File: src/rtl/gated_timer_pkg.sv
// Shared constants, types and helpers for the gated sixteen bit timer.
package gated_timer_pkg;

    // ****************************************
    // Register byte addresses on the bus.
    // ****************************************
    localparam logic [4:0] LOW_OFFSET = 5'h04;
    localparam logic [4:0] HIGH_OFFSET = 5'h08;
    localparam logic [4:0] IRQ_OFFSET = 5'h0C;
    localparam logic [4:0] CTRL_OFFSET = 5'h10;

    // ****************************************
    // Field positions and reset values.
    // ****************************************
    localparam int ON_BIT = 0;
    localparam int CS_BIT = 1;
    localparam int SYNC_BIT = 2;
    localparam int OSC_BIT = 3;
    localparam int PS_LO_BIT = 4;
    localparam int PS_HI_BIT = 5;
    localparam int GE_BIT = 6;
    localparam int FLAG_BIT = 0;
    localparam int TIE_BIT = 1;
    localparam int PERIPHERAL_IRQ_ENABLE_BIT = 2;
    localparam int GIE_BIT = 3;
    localparam logic [7:0] CTRL_MASK = 8'h7F;
    localparam logic [7:0] CTRL_RESET = 8'h00;
    localparam logic [3:0] IRQ_RESET = 4'h0;
    localparam logic [15:0] COUNT_RESET = 16'h0000;
    localparam logic [15:0] COUNT_MAX = 16'hFFFF;

    // ****************************************
    // Timing: instruction cycle is four clocks.
    // ****************************************
    localparam int QUARTER_CYCLES = 4;
    localparam logic [1:0] QUARTER_LAST = 2'(QUARTER_CYCLES - 1);

    // Bus answer state: request seen, then answered.
    typedef enum logic {BUS_IDLE, BUS_ANSWER} bus_state_t;

    // Last prescaler count before a count pulse passes.
    function automatic logic [2:0] presc_limit(input logic [1:0] sel);
        presc_limit = 3'((4'h1 << sel) - 4'h1);
    endfunction

endpackage

File: src/rtl/edge_if.sv
// Interface between the pin conditioning unit and the timer core.
`timescale 1ns/100ps
`default_nettype none
interface edge_if;
    logic rise_pulse; // One-cycle pulse on a counted rising edge.
    logic gate_low; // Filtered gate pin is low.
    logic arm_clear; // Forget any seen falling edge.
    modport unit (output rise_pulse, output gate_low, input arm_clear);
    modport core (input rise_pulse, input gate_low, output arm_clear);
endinterface
`default_nettype wire

File: src/rtl/gated_sixteen_bit_timer.sv
// Gated sixteen bit timer/counter with an Avalon-MM register slave.
//
// Added by the designer: the Avalon-MM register port.
`timescale 1ns/100ps
`default_nettype none
module gated_sixteen_bit_timer
    import gated_timer_pkg::*;
(
    input wire logic clock_in,
    input wire logic rstn_in,
    input wire logic [4:0] avs_address_in,
    input wire logic avs_read_in,
    input wire logic avs_write_in,
    input wire logic [31:0] avs_writedata_in,
    input wire logic [3:0] avs_byteenable_in,
    output logic [31:0] avs_readdata_out,
    output logic avs_waitrequest_out,
    input wire logic external_count_clock_in,
    input wire logic crystal_output_pin_in,
    input wire logic gate_input_n_in,
    input wire logic internal_oscillator_in,
    input wire logic sleep_in,
    output logic irq_out,
    output logic wake_out,
    output logic lowpower_osc_run_out
);

    // ****************************************
    // State and next values.
    // ****************************************
    bus_state_t bus_reg, bus_next; // Bus answer phase.
    logic [31:0] rdata_reg, rdata_next; // Captured read data.
    logic [7:0] ctrl_reg, ctrl_next; // Control register.
    logic [3:0] irqc_reg, irqc_next; // Flag and enables.
    logic [15:0] count_reg, count_next; // The count itself.
    logic [2:0] presc_reg, presc_next; // Hidden prescaler.
    logic [1:0] div_reg, div_next; // Instruction cycle divider.
    logic irq_reg, irq_next; // Interrupt output.
    logic wake_reg, wake_next; // Wake output.
    logic osc_reg, osc_next; // Crystal run output.

    // ****************************************
    // Decoded control fields.
    // ****************************************
    logic counter_on, clock_source_select, sync_bypass;
    logic lowpower_osc_enable, gate_enable;
    logic [1:0] prescale_select;
    logic rollover_flag;
    logic accept; // Request is answered this cycle.
    logic wr_low, wr_high, wr_ctrl, wr_irq; // Accepted writes.
    logic count_write; // Either count byte written.
    logic quarter_tick; // One pulse per instruction cycle.
    logic src_pulse; // Selected count clock pulse.
    logic run; // Counting is allowed now.
    logic inc; // Count advances this cycle.
    logic wrap; // Count wraps this cycle.
    logic count_pin; // Pin feeding the synchroniser.
    logic [7:0] wbyte; // Write data lane zero.

    edge_if pins_if ();

    assign counter_on = ctrl_reg[ON_BIT];
    assign clock_source_select = ctrl_reg[CS_BIT];
    assign sync_bypass = ctrl_reg[SYNC_BIT];
    assign lowpower_osc_enable = ctrl_reg[OSC_BIT];
    assign gate_enable = ctrl_reg[GE_BIT];
    assign prescale_select = ctrl_reg[PS_HI_BIT:PS_LO_BIT];
    assign rollover_flag = irqc_reg[FLAG_BIT];
    assign wbyte = avs_writedata_in[7:0];

    // ****************************************
    // Pin conditioning.
    // ****************************************

    // The crystal pin stands in for the count pin only while the
    // internal oscillator runs; otherwise the enable is ignored.
    // The mux may glitch on a switch, but the filter absorbs it.
    assign count_pin = osc_reg ? crystal_output_pin_in
                               : external_count_clock_in;

    pin_edge_unit edge_unit (
        .clock_in(clock_in),
        .rstn_in(rstn_in),
        .count_pin_in(count_pin),
        .gate_pin_n_in(gate_input_n_in),
        .port_if(pins_if.unit)
    );

    // Stopping the timer or leaving counter mode forgets the edge.
    assign pins_if.arm_clear = ~counter_on | ~clock_source_select;

    // ****************************************
    // Avalon-MM slave.
    // ****************************************

    // Each request waits one cycle, then is answered. Unmapped
    // addresses read zero and swallow writes, but still answer.
    always_comb begin
        bus_next = bus_reg;
        rdata_next = rdata_reg;
        case (bus_reg)
            BUS_IDLE: begin
                if (avs_read_in || avs_write_in) begin
                    bus_next = BUS_ANSWER;
                end
                if (avs_read_in) begin
                    // Snapshot of one byte; whole design is on one
                    // clock, so the byte never tears.
                    case (avs_address_in)
                        LOW_OFFSET: rdata_next = {24'h0, count_reg[7:0]};
                        HIGH_OFFSET: rdata_next = {24'h0, count_reg[15:8]};
                        IRQ_OFFSET: rdata_next = {28'h0, irqc_reg};
                        CTRL_OFFSET: rdata_next = {24'h0, ctrl_reg};
                        default: rdata_next = 32'h0;
                    endcase
                end
            end
            BUS_ANSWER: begin
                bus_next = BUS_IDLE;
            end
            default: begin
                bus_next = BUS_IDLE;
            end
        endcase
    end

    assign accept = (bus_reg == BUS_ANSWER);
    assign avs_waitrequest_out = (avs_read_in | avs_write_in) & ~accept;
    assign avs_readdata_out = rdata_reg;

    // Writes land on the answering edge, lane zero only.
    always_comb begin
        wr_low = 1'b0;
        wr_high = 1'b0;
        wr_ctrl = 1'b0;
        wr_irq = 1'b0;
        if (accept && avs_write_in && avs_byteenable_in[0]) begin
            wr_low = (avs_address_in == LOW_OFFSET);
            wr_high = (avs_address_in == HIGH_OFFSET);
            wr_ctrl = (avs_address_in == CTRL_OFFSET);
            wr_irq = (avs_address_in == IRQ_OFFSET);
        end
    end

    assign count_write = wr_low | wr_high;

    // ****************************************
    // Count path.
    // ****************************************

    // Divider gives the instruction cycle from the core clock.
    assign quarter_tick = (div_reg == QUARTER_LAST);
    assign src_pulse = clock_source_select ? pins_if.rise_pulse
                                           : quarter_tick;

    // Asleep, only the unsynchronised counter keeps going. The pin
    // is still sampled here; that is why bypass changes little else.
    always_comb begin
        run = counter_on;
        if (gate_enable && !pins_if.gate_low) begin
            run = 1'b0;
        end
        if (sleep_in && !(clock_source_select && sync_bypass)) begin
            run = 1'b0;
        end
    end

    // Prescaler and divider; a count write restarts the prescaler.
    always_comb begin
        div_next = 2'(div_reg + 2'h1);
        presc_next = presc_reg;
        inc = 1'b0;
        if (count_write) begin
            presc_next = 3'h0;
        end else if (run && src_pulse) begin
            if (presc_reg >= presc_limit(prescale_select)) begin
                presc_next = 3'h0;
                inc = 1'b1;
            end else begin
                presc_next = 3'(presc_reg + 3'h1);
            end
        end
    end

    // A write wins over the increment in the same cycle.
    always_comb begin
        count_next = count_reg;
        wrap = 1'b0;
        if (count_write) begin
            if (wr_low) begin
                count_next[7:0] = wbyte;
            end
            if (wr_high) begin
                count_next[15:8] = wbyte;
            end
        end else if (inc) begin
            wrap = (count_reg == COUNT_MAX);
            count_next = 16'(count_reg + 16'h0001);
        end
    end

    // ****************************************
    // Control, flag and outputs.
    // ****************************************

    // Writing zero to the flag clears it; a wrap in that same cycle
    // still sets it, so no event is lost.
    always_comb begin
        ctrl_next = ctrl_reg;
        irqc_next = irqc_reg;
        if (wr_ctrl) begin
            ctrl_next = wbyte & CTRL_MASK;
        end
        if (wr_irq) begin
            irqc_next[GIE_BIT:TIE_BIT] = wbyte[GIE_BIT:TIE_BIT];
            if (!wbyte[FLAG_BIT]) begin
                irqc_next[FLAG_BIT] = 1'b0;
            end
        end
        if (wrap) begin
            irqc_next[FLAG_BIT] = 1'b1;
        end
        // The wake path ignores the global enable.
        wake_next = rollover_flag & irqc_reg[TIE_BIT] & irqc_reg[PERIPHERAL_IRQ_ENABLE_BIT];
        irq_next = wake_next & irqc_reg[GIE_BIT];
        osc_next = lowpower_osc_enable & internal_oscillator_in;
    end

    // Registers only.
    always_ff @(posedge clock_in) begin
        if (!rstn_in) begin
            bus_reg <= BUS_IDLE;
            rdata_reg <= 32'h0;
            ctrl_reg <= CTRL_RESET;
            irqc_reg <= IRQ_RESET;
            count_reg <= COUNT_RESET;
            presc_reg <= 3'h0;
            div_reg <= 2'h0;
            irq_reg <= 1'b0;
            wake_reg <= 1'b0;
            osc_reg <= 1'b0;
        end else begin
            bus_reg <= bus_next;
            rdata_reg <= rdata_next;
            ctrl_reg <= ctrl_next;
            irqc_reg <= irqc_next;
            count_reg <= count_next;
            presc_reg <= presc_next;
            div_reg <= div_next;
            irq_reg <= irq_next;
            wake_reg <= wake_next;
            osc_reg <= osc_next;
        end
    end

    assign irq_out = irq_reg;
    assign wake_out = wake_reg;
    assign lowpower_osc_run_out = osc_reg;
endmodule
`default_nettype wire

File: src/rtl/pin_edge_unit.sv
// Synchroniser and edge detector for the count clock and gate pins.
`timescale 1ns/100ps
`default_nettype none
module pin_edge_unit
    import gated_timer_pkg::*;
(
    input wire logic clock_in,
    input wire logic rstn_in,
    input wire logic count_pin_in,
    input wire logic gate_pin_n_in,
    edge_if.unit port_if
);

    // ****************************************
    // State.
    // ****************************************
    logic [2:0] clk_sync_reg, clk_sync_next; // Three-stage chain.
    logic [2:0] gate_sync_reg, gate_sync_next; // Three-stage chain.
    logic clk_level_reg, clk_level_next; // Filtered clock level.
    logic gate_level_reg, gate_level_next; // Filtered gate level.
    logic armed_reg, armed_next; // A falling edge was seen.
    logic rise_reg, rise_next; // Counted rising edge.

    // A level is accepted only once stages two and three agree.
    always_comb begin
        clk_sync_next = {clk_sync_reg[1:0], count_pin_in};
        gate_sync_next = {gate_sync_reg[1:0], gate_pin_n_in};
        clk_level_next = clk_level_reg;
        gate_level_next = gate_level_reg;
        if (clk_sync_reg[1] == clk_sync_reg[2]) begin
            clk_level_next = clk_sync_reg[2];
        end
        if (gate_sync_reg[1] == gate_sync_reg[2]) begin
            gate_level_next = gate_sync_reg[2];
        end
        // A rise counts only after a falling edge armed us.
        rise_next = ~clk_level_reg & clk_level_next & armed_reg;
        armed_next = armed_reg | (clk_level_reg & ~clk_level_next);
        if (port_if.arm_clear) begin
            armed_next = 1'b0;
            rise_next = 1'b0;
        end
    end

    // Registers only; the gate idles high so gated counting is held off.
    always_ff @(posedge clock_in) begin
        if (!rstn_in) begin
            clk_sync_reg <= 3'h0;
            gate_sync_reg <= 3'h7;
            clk_level_reg <= 1'b0;
            gate_level_reg <= 1'b1;
            armed_reg <= 1'b0;
            rise_reg <= 1'b0;
        end else begin
            clk_sync_reg <= clk_sync_next;
            gate_sync_reg <= gate_sync_next;
            clk_level_reg <= clk_level_next;
            gate_level_reg <= gate_level_next;
            armed_reg <= armed_next;
            rise_reg <= rise_next;
        end
    end

    assign port_if.rise_pulse = rise_reg;
    assign port_if.gate_low = ~gate_level_reg;
endmodule
`default_nettype wire

File: config.mk
export PLATFORM = sky130hd
export DESIGN_NAME = gated_sixteen_bit_timer
export DESIGN_NICKNAME = d
export VERILOG_FILES = /design/src/rtl/gated_timer_pkg.sv /design/src/rtl/edge_if.sv /design/src/rtl/gated_sixteen_bit_timer.sv /design/src/rtl/pin_edge_unit.sv
export SDC_FILE = /design/constraint.sdc
export NUM_CORES = 1
export LEC_CHECK = 0
export ABC_AREA = 1
export BUFFER_PORTS_ARGS = -buffer_cell sky130_fd_sc_hd__clkbuf_2
export CAP_MARGIN = 0
export CELL_PAD_IN_SITES_DETAIL_PLACEMENT = 1
export CELL_PAD_IN_SITES_GLOBAL_PLACEMENT = 2
export CORE_AREA = 5 5 113 115
export DETAILED_ROUTE_END_ITERATION = 8
export DIE_AREA = 0 0 118 120
export GPL_ROUTABILITY_DRIVEN = 0
export GPL_TIMING_DRIVEN = 1
export HOLD_SLACK_MARGIN = 0.12
export PLACE_DENSITY = 0.8
export SYNTH_ARGS = -nofsm -noshare
export SYNTH_HDL_FRONTEND = slang
export SYNTH_HIERARCHICAL = 1
export SYNTH_SLANG_ARGS = --single-unit
export TNS_END_PERCENT = 20
File: constraint.sdc
create_clock -name clock_in -period 2.05 [get_ports clock_in]
set_clock_uncertainty 0.05 [all_clocks]
set_input_delay 0.1025 -clock clock_in [delete_from_list [all_inputs] [get_ports clock_in]]
set_output_delay 0.1025 -clock clock_in [all_outputs]
set_load 0.1 [all_outputs]
==> results of run 1 <==
-- worst max path at each step --
stage                      startpoint  depth (start not counted)  slack, ps                  end
after floorplan                accept                          1        310  avs_waitrequest_out
after global placement    ctrl_reg[4]                         11        170         count_reg[7]
after detailed placement  ctrl_reg[4]                         11        120         count_reg[5]
after CTS                 ctrl_reg[4]                         11         90         count_reg[1]
after global routing      ctrl_reg[4]                         10          8        count_reg[14]
final                     ctrl_reg[4]                         11        130         count_reg[1]
-- Yosys cell counts --
master      n
xor2_1      3
nor2_2      4
nand3_1    30
clkinv_2    1
buf_4      24
nor2_4      6
inv_1      50
mux2_2      1
nand4_1     6
nand3_4     1
nand2_1   117
buf_2       2
o22ai_1     2
buf_6       3
o21ai_0    36
or2_4       1
o21bai_1    1
ha_1        6
a21oi_1    22
or2_2       2
buf_12      1
nand4_4     1
conb_1      1
nor2_1     70
or2_1       2
inv_2       5
clkbuf_1    2
nand2_4     3
and2_1      1
xnor2_1     1
nand2_2     3
dfxtp_1    54
nor3_1      5
nand3_2     6
a21oi_2     1
-- cell families (layout without fill, tap and decap cells) --
logic type	after synthesis	in the layout	share of synthesized area, %
buffers and inverters	88	117	14.5
adders and majority gates	6	6	2.36
and+or+nand+nor	258	258	37.6
xor gates and xnor gates	4	4	1.10
other	1	24	0.118
muxes	1	1	0.353
AOI/OAI and AO/OA	62	62	10.0
DFF	54	54	33.9
-- power by group through the flow --
stage	logic (mW)	clock network [mW]	registers, mW
after floorplan	0.304	0	1.09
after global placement	0.315	0	1.09
after detailed placement	0.318	0	1.09
after CTS	0.338	0.947	1.07
after global routing	0.357	0.988	1.07
final	0.337	0.921	1.07
-- per-layer routing --
metal  part of all wire, %  routed length [µm]
met5                     0                   0
met4                   1.6                 158
met3                   3.8                 363
met2                    49                4730
met1                    46                4410
-- layout by cell type (no fill, tap or decap), types with 10 or more instances in the layout --
cell type      Yosys  routed
a21oi_1           22      22
nand3_1           30      26
o21ai_0           36      36
clkbuf_2           0      34
nand2_1          117     116
conb_1             1      24
dlygate4sd3_1      0      13
nor2_1            70      68
dfxtp_1           54      52
inv_1             50      50
nand3_2            6      10
-- final cells by class --
type | instances | share of cell area (%)
Multi-Input combinational cell | 355 | 47.1
Sequential cell | 54 | 28.8
Timing Repair Buffer | 53 | 9.52
Inverter | 56 | 5.62
Tap cell | 147 | 4.89
Clock buffer | 5 | 3.33
Clock inverter | 3 | 0.765
-- what timing repair did --
| item | CTS | global route |
|---|---|---|
| hold buffers | 13 | 0 |
| endpoints found under the hold margin | 13 | 0 |
| endpoints found under the setup margin | 0 | 14 |
| gates resized for setup | 0 | 10 |
-- through the flow --
step	area, µm²	setup WS [ps]	util [%]	std cells
after global routing	3760	7.98	32.1	673
after CTS	3720	94.9	31.7	673
after detailed placement	3430	123	29.3	652
after global placement	3430	172	29.3	652
final	3760	133	32.1	673
after floorplan	3270	306	-	497
-- critical path, stage by stage (launching register included) --
cell and delay (ps):
dfxtp_2 340, or2_2 310, ha_4 270, nand3_2 60, nand3_2 100, inv_1 50, nor2_2 150, nand2_4 90
nand2_4 90, clkinv_2 120, nor2_1 130, nor2_1 50
==> qor.csv, run 1 <==
metric;value;unit
fillers;1497;
setup.worst_path.start_class;register;
p_leak;1.67;nW
core;11700;µm²
cts.sinks;54;
switching_share;31.9;%
detail-route-antenna-nets;0;
drtPass1Iterations;4;
grt_util_met3;2.64;%
cts_tree;yes;
viasPerCell;4.51;
rsz0062_at_grt;false;
finalPower;2.32;mW
yosys-top-cells-area;dfxtp_1 34%, nand2_1 14%, nor2_1 8.2%;
syn_inst;474;
grt_usage;14.0;%
final-hold-violation-count;0;
drc;0;
finalSetupTns;0;ps
grt_pass1_wl;16.1;mm
p_per_area;618;nW/µm²
met1_usage;17.5;%
htreeDepth;2;
multi_input_area;1770;µm²
wl;9.66;mm
clock_latency;300;ps
antenna_cells;0;
cts_setup_buffers;0;
syn_avg_cell_area;6.72;µm²
dp_hpwl;7.54;mm
portBuffers;34;
r2r-start;ctrl_reg[4];
endpoint_kind;register;
die_y;120;µm
grt_max_degree;20;
dieArea;14200;µm²
ctsLongestPathBuffers;2;
hold_path_depth;3;
numCtsBuffers;5;
yosysTopAreaCell;dfxtp_1;
min_period;1920;ps
worst_pin_slew;553;ps
dieWidth;118;µm
syn_to_final_growth;18.0;%
via_count;3033;
largest_reg_flops;16;
status;finished clean;
hold_class;primary input to register;
antenna_found_initial;0;
regToRegSetupSlack;130;ps
top_usage_layer;met2;
required;2200;ps
switchingPower;0.742;mW
fmax;522;MHz
yosys.cell_types.count;35;
yosysSeqAreaShare;33.9;%
synthesis.area;3190;µm²
holdCritStartpoint;avs_writedata_in[0];
worstPathMaxFanout;6;
met2_usage;24.4;%
reg2reg_to;count_reg[1];
whs;115;ps
cts_root_buffer;clkbuf_16;
slew_violations;0;
relSlewSlack;63.3;%
cts.clk_slew.worst_paths;80;ps
cap_violations;0;
core.rowCount;40;
power_frac_seq;45.9;%
power_frac_comb;14.5;%
post_drt_wl_per_cell;14.4;µm
synth_warnings;6;
p_clk_share;39.6;%
grt_pass1_vias;3181;
critPathArrivalTime;2070;ps
p_int;1.58;mW
register_area;1080;µm²
ir_drop;322;µV
ys_seq_elements;54;
hold_end;irqc_reg[0];
layout.nets;581;
grt_overflow_total;0;
ios;86;
critPathKind;register to register;
drtIter0Drc;154;
initial_utilization;27.2;%
period_share;93.5;%
setup-violations-final;0;
rr_worst_depth;11;
drive_above_1_share;17.7;%
yosysTopAreaCellShare;33.9;%
Power figures use the tool's default switching activity.
==> inputs of run 2 (changes only) <==
Settings changed: BUFFER_PORTS_ARGS -buffer_cell sky130_fd_sc_hd__clkbuf_2 to unset, CORE_AREA 5 5 113 115 to 5 5 110 112, DIE_AREA 0 0 118 120 to 0 0 115 117, DONT_BUFFER_PORTS set to 1, PLACE_DENSITY 0.8 to 0.71.
==> run 2 against run 1 <==
Total power shrank 2.0%. Wire length grew 0.54%. Sequential share of layout area grew 0.17 points.
==> qor.csv, run 2 (same netlist as run 1, synthesis figures left out) <==
metric;value;unit
required;2200;ps
drtIter0Drc;147;
dp_hpwl;7.53;mm
portBuffers;0;
holdCritStartpoint;avs_address_in[4];
antenna_found_initial;0;
critPathArrivalTime;2040;ps
fillers;1410;
crit_family;simple AND/OR/NAND/NOR gates;
core.rowCount;39;
slowest_delay;330;ps
grt_max_degree;33;
dieArea;13500;µm²
worstPathMaxFanout;4;
cts_tree;yes;
rr_worst_depth;12;
cts_root_buffer;clkbuf_16;
post-place-cells;626;
hold_path_depth;5;
via_count;2977;
cts.clk_slew.worst_paths;70;ps
grt_overflow_total;0;
setup.worst_path.start;ctrl_reg[4];
dpl_worst_slack;101;ps
finalSetupTns;0;ps
fin_ws;163;ps
largest_reg_flops;16;
grt_pass1_vias;3147;
register_area;1080;µm²
initial_utilization;28.6;%
htreeDepth;2;
ir_drop;412;µV
final-hold-violation-count;0;
drc;0;
hold_class;primary input to register;
detail-route-antenna-nets;0;
crit_cells;12;
stdcell_count;654;
final_cell_mix;117 x nand2_1, 66 x nor2_1, 54 x dfxtp_1, 50 x inv_1, 36 x o21ai_0;
min_period;1890;ps
drive_above_1_share;13.7;%
critPathKind;register to register;
ios;86;
fmax;530;MHz
cap_violations;0;
drtPass1Iterations;4;
post_drt_wl_per_cell;14.9;µm
grt_usage;15.2;%
endpoint_kind;register;
status;finished clean;
cp_cell_sequence;or2_2 > ha_1 > nand3_1 > nand3_2 > inv_1 > nor2_4 > nand2_4 > nand2_4 > buf_4 > nand2_1 > nand2_1 > nor2_1;
die_y;117;µm
layout.nets;566;
cts.sinks;54;
rsz0062_at_grt;false;
slowest_stage;dfxtp_1;
p_per_area;611;nW/µm²
numCtsBuffers;5;
cp_num_buf_inv;2;
viasPerCell;4.55;
syn_to_final_growth;17.0;%
multi_input_area;1750;µm²
p_leak;1.60;nW
antenna_cells;0;
dieWidth;115;µm
grt_pass1_wl;15.9;mm
wl;9.71;mm
slew_violations;0;
setup-violations-final;0;
ctsLongestPathBuffers;2;
period_share;92.1;%
clock_latency;300;ps
r2r-start;ctrl_reg[4];
setup.worst_path.start_class;register;
final_common_cell;nand2_1;
core;11100;µm²
-- run 2: changes by cell type in the layout (fill, tap and decap cells not counted), sizes merged --
cell	change
dlygate4sd3	+4
clkinvlp	+2
clkbuf	-34
buf	+15
clkinv	-3
inv	+1
-- run 2: worst paths after layout --
check,endpoint,slack [ps]
worst min register to register,edge_unit/gate_sync_reg[1],360
worst max-delay path,count_reg[4],160
worst min-delay path,irqc_reg[3],130
worst max register to register,count_reg[4],160
-- run 2: layout make-up --
class                   count  area share [%]
multi-input cells         355            47.0
flip-flops and latches     54            29.0
repair buffers             38            9.46
inverters                  56            5.70
well taps                 143            4.80
clock buffers               5            3.36
clock inverters             3           0.638
-- run 2: metrics by stage --
stage	cell area, µm²	util [%]	power, mW	hold WS [ps]
after global placement	3350	30.1	1.37	152
after CTS	3690	33.2	2.31	125
after detailed placement	3350	30.1	1.37	157
final	3730	33.5	2.28	134
after floorplan	3270	-	1.39	146
after global routing	3730	33.5	2.37	154
-- run 2: what timing repair did --
item,in CTS,in global routing
hold buffers,18,0
hold endpoints to repair,46,0
setup buffers,0,2
endpoints found under the setup margin,0,15
gates resized for setup,0,7
-- run 2: routing by layer --
metal / wire length [µm] / vias to the layer above / GRT usage, %
met3: 284 / 7 / 2.47
met1: 4430 / 1407 / 18.5
li1: - / 1521 / -
met4: 83 / 0 / 3.52
met5: 0 / - / 0
met2: 4920 / 42 / 27.9
-- run 2: tightest hold or removal path, delay by kind of cell --
| family | cells | cell delay, ps |
|---|---|---|
| simple gates | 4 | 270 |
| compound gates | 1 | 60 |
-- run 2: power breakdown --
part | total, mW | switching [mW] | internal [mW]
Clock | 0.884 | 0.425 | 0.459
Combinational | 0.328 | 0.278 | 0.0499
Sequential | 1.07 | 0.00753 | 1.06
Total | 2.28 | 0.711 | 1.57
==> inputs of run 3 (changes only) <==
Settings changed: ABC_AREA 1 to unset, CORE_AREA 5 5 110 112 to 5 5 104 106, DIE_AREA 0 0 115 117 to 0 0 109 111, PLACE_DENSITY 0.71 to 0.68.
==> run 3 against run 2 <==
Clock-buffer cell count is the same. Sequential cell count is the same. Sequential power is essentially flat. Critical path depth shrank 3. Clock power shrank 26%. Combinational power shrank 3%. Cell area shrank 5.4%. Maximum frequency shrank 3.7%. Sequential share of layout area grew 1.7 points. Via count shrank 11%. Hold slack lost 11 ps. Critical endpoint is now count_reg[12]. Largest power group unchanged. Highest routed layer unchanged.
==> qor.csv, run 3 <==
metric;value;unit
status;finished clean;
initial_utilization;29.4;%
dieWidth;109;µm
drtPass1Iterations;5;
yosysSeqAreaShare;38.0;%
die_y;111;µm
core;9680;µm²
synth_most_common_cell;dfxtp_1;
post_drt_wl_per_cell;17.0;µm
numCtsBuffers;5;
required;2240;ps
slowest_delay;340;ps
final_common_cell;dfxtp_1;
cts.sinks;54;
drtIter0Drc;151;
worst_pin_slew;640;ps
switching_share;32.9;%
clock_latency;320;ps
syn_inst;344;
slowest_stage;dfxtp_2;
final_core_util;36.4;%
power_frac_seq;52.2;%
whs;122;ps
p_clk_share;32.3;%
critPathArrivalTime;2150;ps
period_share;95.6;%
antenna_cells;0;
fin_ws;90.2;ps
yosys-top-cells-area;dfxtp_1 38%, buf_4 6.6%, a21oi_1 6.3%;
grt_usage;14.9;%
cts.clk_slew.worst_paths;110;ps
synth-edff-count;0;
syn_to_final_growth;24.1;%
core.rowCount;36;
cts_root_buffer;clkbuf_8;
synth_warnings;6;
ys_seq_elements;54;
detail-route-antenna-nets;0;
slew_violations;0;
drive_above_1_share;15.3;%
syn_avg_cell_area;8.26;µm²
yosys.cell_types.count;56;
hold_class;primary input to register;
stdcell_count;531;
via_count;2648;
setup-violations-final;0;
dpl_worst_slack;33.9;ps
grt_pass1_vias;2694;
antenna_found_initial;0;
viasPerCell;4.99;
drc;0;
fmax;510;MHz
synth_ff_type;dfxtp_1;
async_flop_share;0;%
cts_tree;yes;
dieArea;12100;µm²
largest_reg_flops;16;
yosysTopAreaCell;dfxtp_1;
synthesis.area;2840;µm²
cap_violations;0;
worstPathMaxFanout;8;
layout.nets;453;
critPathKind;register to register;
cp_cell_sequence;or2_2 > ha_1 > o21ai_2 > a21oi_2 > buf_6 > a22oi_4 > clkbuf_16 > o21ai_1 > a21oi_1;
p_per_area;578;nW/µm²
yosysTopAreaCellShare;38.0;%
ir_drop;276;µV
switchingPower;0.672;mW
power_frac_comb;15.5;%
p_leak;1.33;nW
setup.worst_path.start_class;register;
wl;9.05;mm
grt_pass1_wl;14.3;mm
final_cell_mix;53 x dfxtp_1, 37 x nand2_1, 35 x a21oi_1, 30 x buf_4, 29 x dlygate4sd3_1;
ctsLongestPathBuffers;2;
htreeDepth;2;
yosys-top-cells-count;54 x dfxtp_1, 38 x nand2_1, 36 x a21oi_1;
post-place-cells;492;
p_int;1.37;mW
dp_hpwl;6.50;mm
relSlewSlack;57.3;%
ios;86;
min_period;1960;ps
portBuffers;0;
finalPower;2.04;mW
grt_max_degree;27;
final-hold-violation-count;0;
grt_overflow_total;0;
endpoint_kind;register;
==> run 3: changes by cell type in the layout (fill, tap and decap cells not counted), sizes merged, moves of 7 or more <==
cell | before | now
nor2 | 80 | 28
nand3 | 37 | 18
buf | 21 | 32
nand2b | 0 | 8
inv | 57 | 9
o21ai | 36 | 17
a222oi | 0 | 7
and3 | 0 | 9
dlygate4sd3 | 17 | 29
nand2 | 123 | 40
a21oi | 23 | 37
==> run 3: power by group through the flow <==
| stage | logic, mW | registers (mW) | clock network (mW) |
|---|---|---|---|
| after global routing | 0.329 | 1.07 | 0.733 |
| final | 0.317 | 1.07 | 0.658 |
| after CTS | 0.306 | 1.07 | 0.692 |
| after floorplan | 0.291 | 1.09 | 0 |
| after detailed placement | 0.270 | 1.09 | 0 |
| after global placement | 0.268 | 1.09 | 0 |
==> run 3: layer usage <==
layer	wire length, µm	GRT usage, %	up-vias
met4	72	2.61	0
met1	4220	20.0	1297
met3	385	2.68	7
li1	-	-	1299
met2	4370	24.9	45
met5	0	0	-
==> run 3: final timing paths <==
check                    start       endpoint  slack (ps)  depth (start not counted)
max                ctrl_reg[4]  count_reg[12]          90                          9
min          avs_address_in[3]   count_reg[3]         120                          4
max reg2reg        ctrl_reg[4]  count_reg[12]          90                          9
min reg2reg         div_reg[0]     div_reg[0]         380                          1
==> run 3: logic make-up after synthesis <==
logic type      Yosys count  share of synthesized area, %
compound gates           99                          23.4
xor+xnor                  2                         0.616
fa+ha+maj                 6                          2.64
buf+inv                  48                          10.3
flops                    54                          38.0
mux                       2                         0.792
other cells               1                         0.132
simple gates            132                          24.1
==> run 3: what timing repair did <==
action / 4_1_cts / 5_1_grt
resized for setup: 0 / 7
setup endpoints to repair: 0 / 16
hold endpoints to repair: 50 / 8
hold buffers: 27 / 2
setup buffers: 0 / 1
==> run 3: cell type report <==
cell class	count	area, µm²
Multi-Input combinational cell	265	1580
Sequential cell	54	1080
Inverter	9	33.8
Clock buffer	5	68.8
Tap cell	133	166
Clock inverter	3	28.8
Fill cell	1161	6160
Timing Repair Buffer	62	572
==> run 3: critical path, delay by kind of cell, from the launching register on <==
family,cells,cell delay (ps)
fa+ha+maj,1,280
compound gates,5,580
buf+inv,2,340
flops,1,340
simple gates,1,290
==> run 3: per-stage QoR <==
stage                     instance area, µm²  TNS (ps)
after CTS                               3450         0
after global routing                    3530     -10.1
after global placement                  3080         0
after detailed placement                3080         0
after floorplan                         2930         0
final                                   3530         0
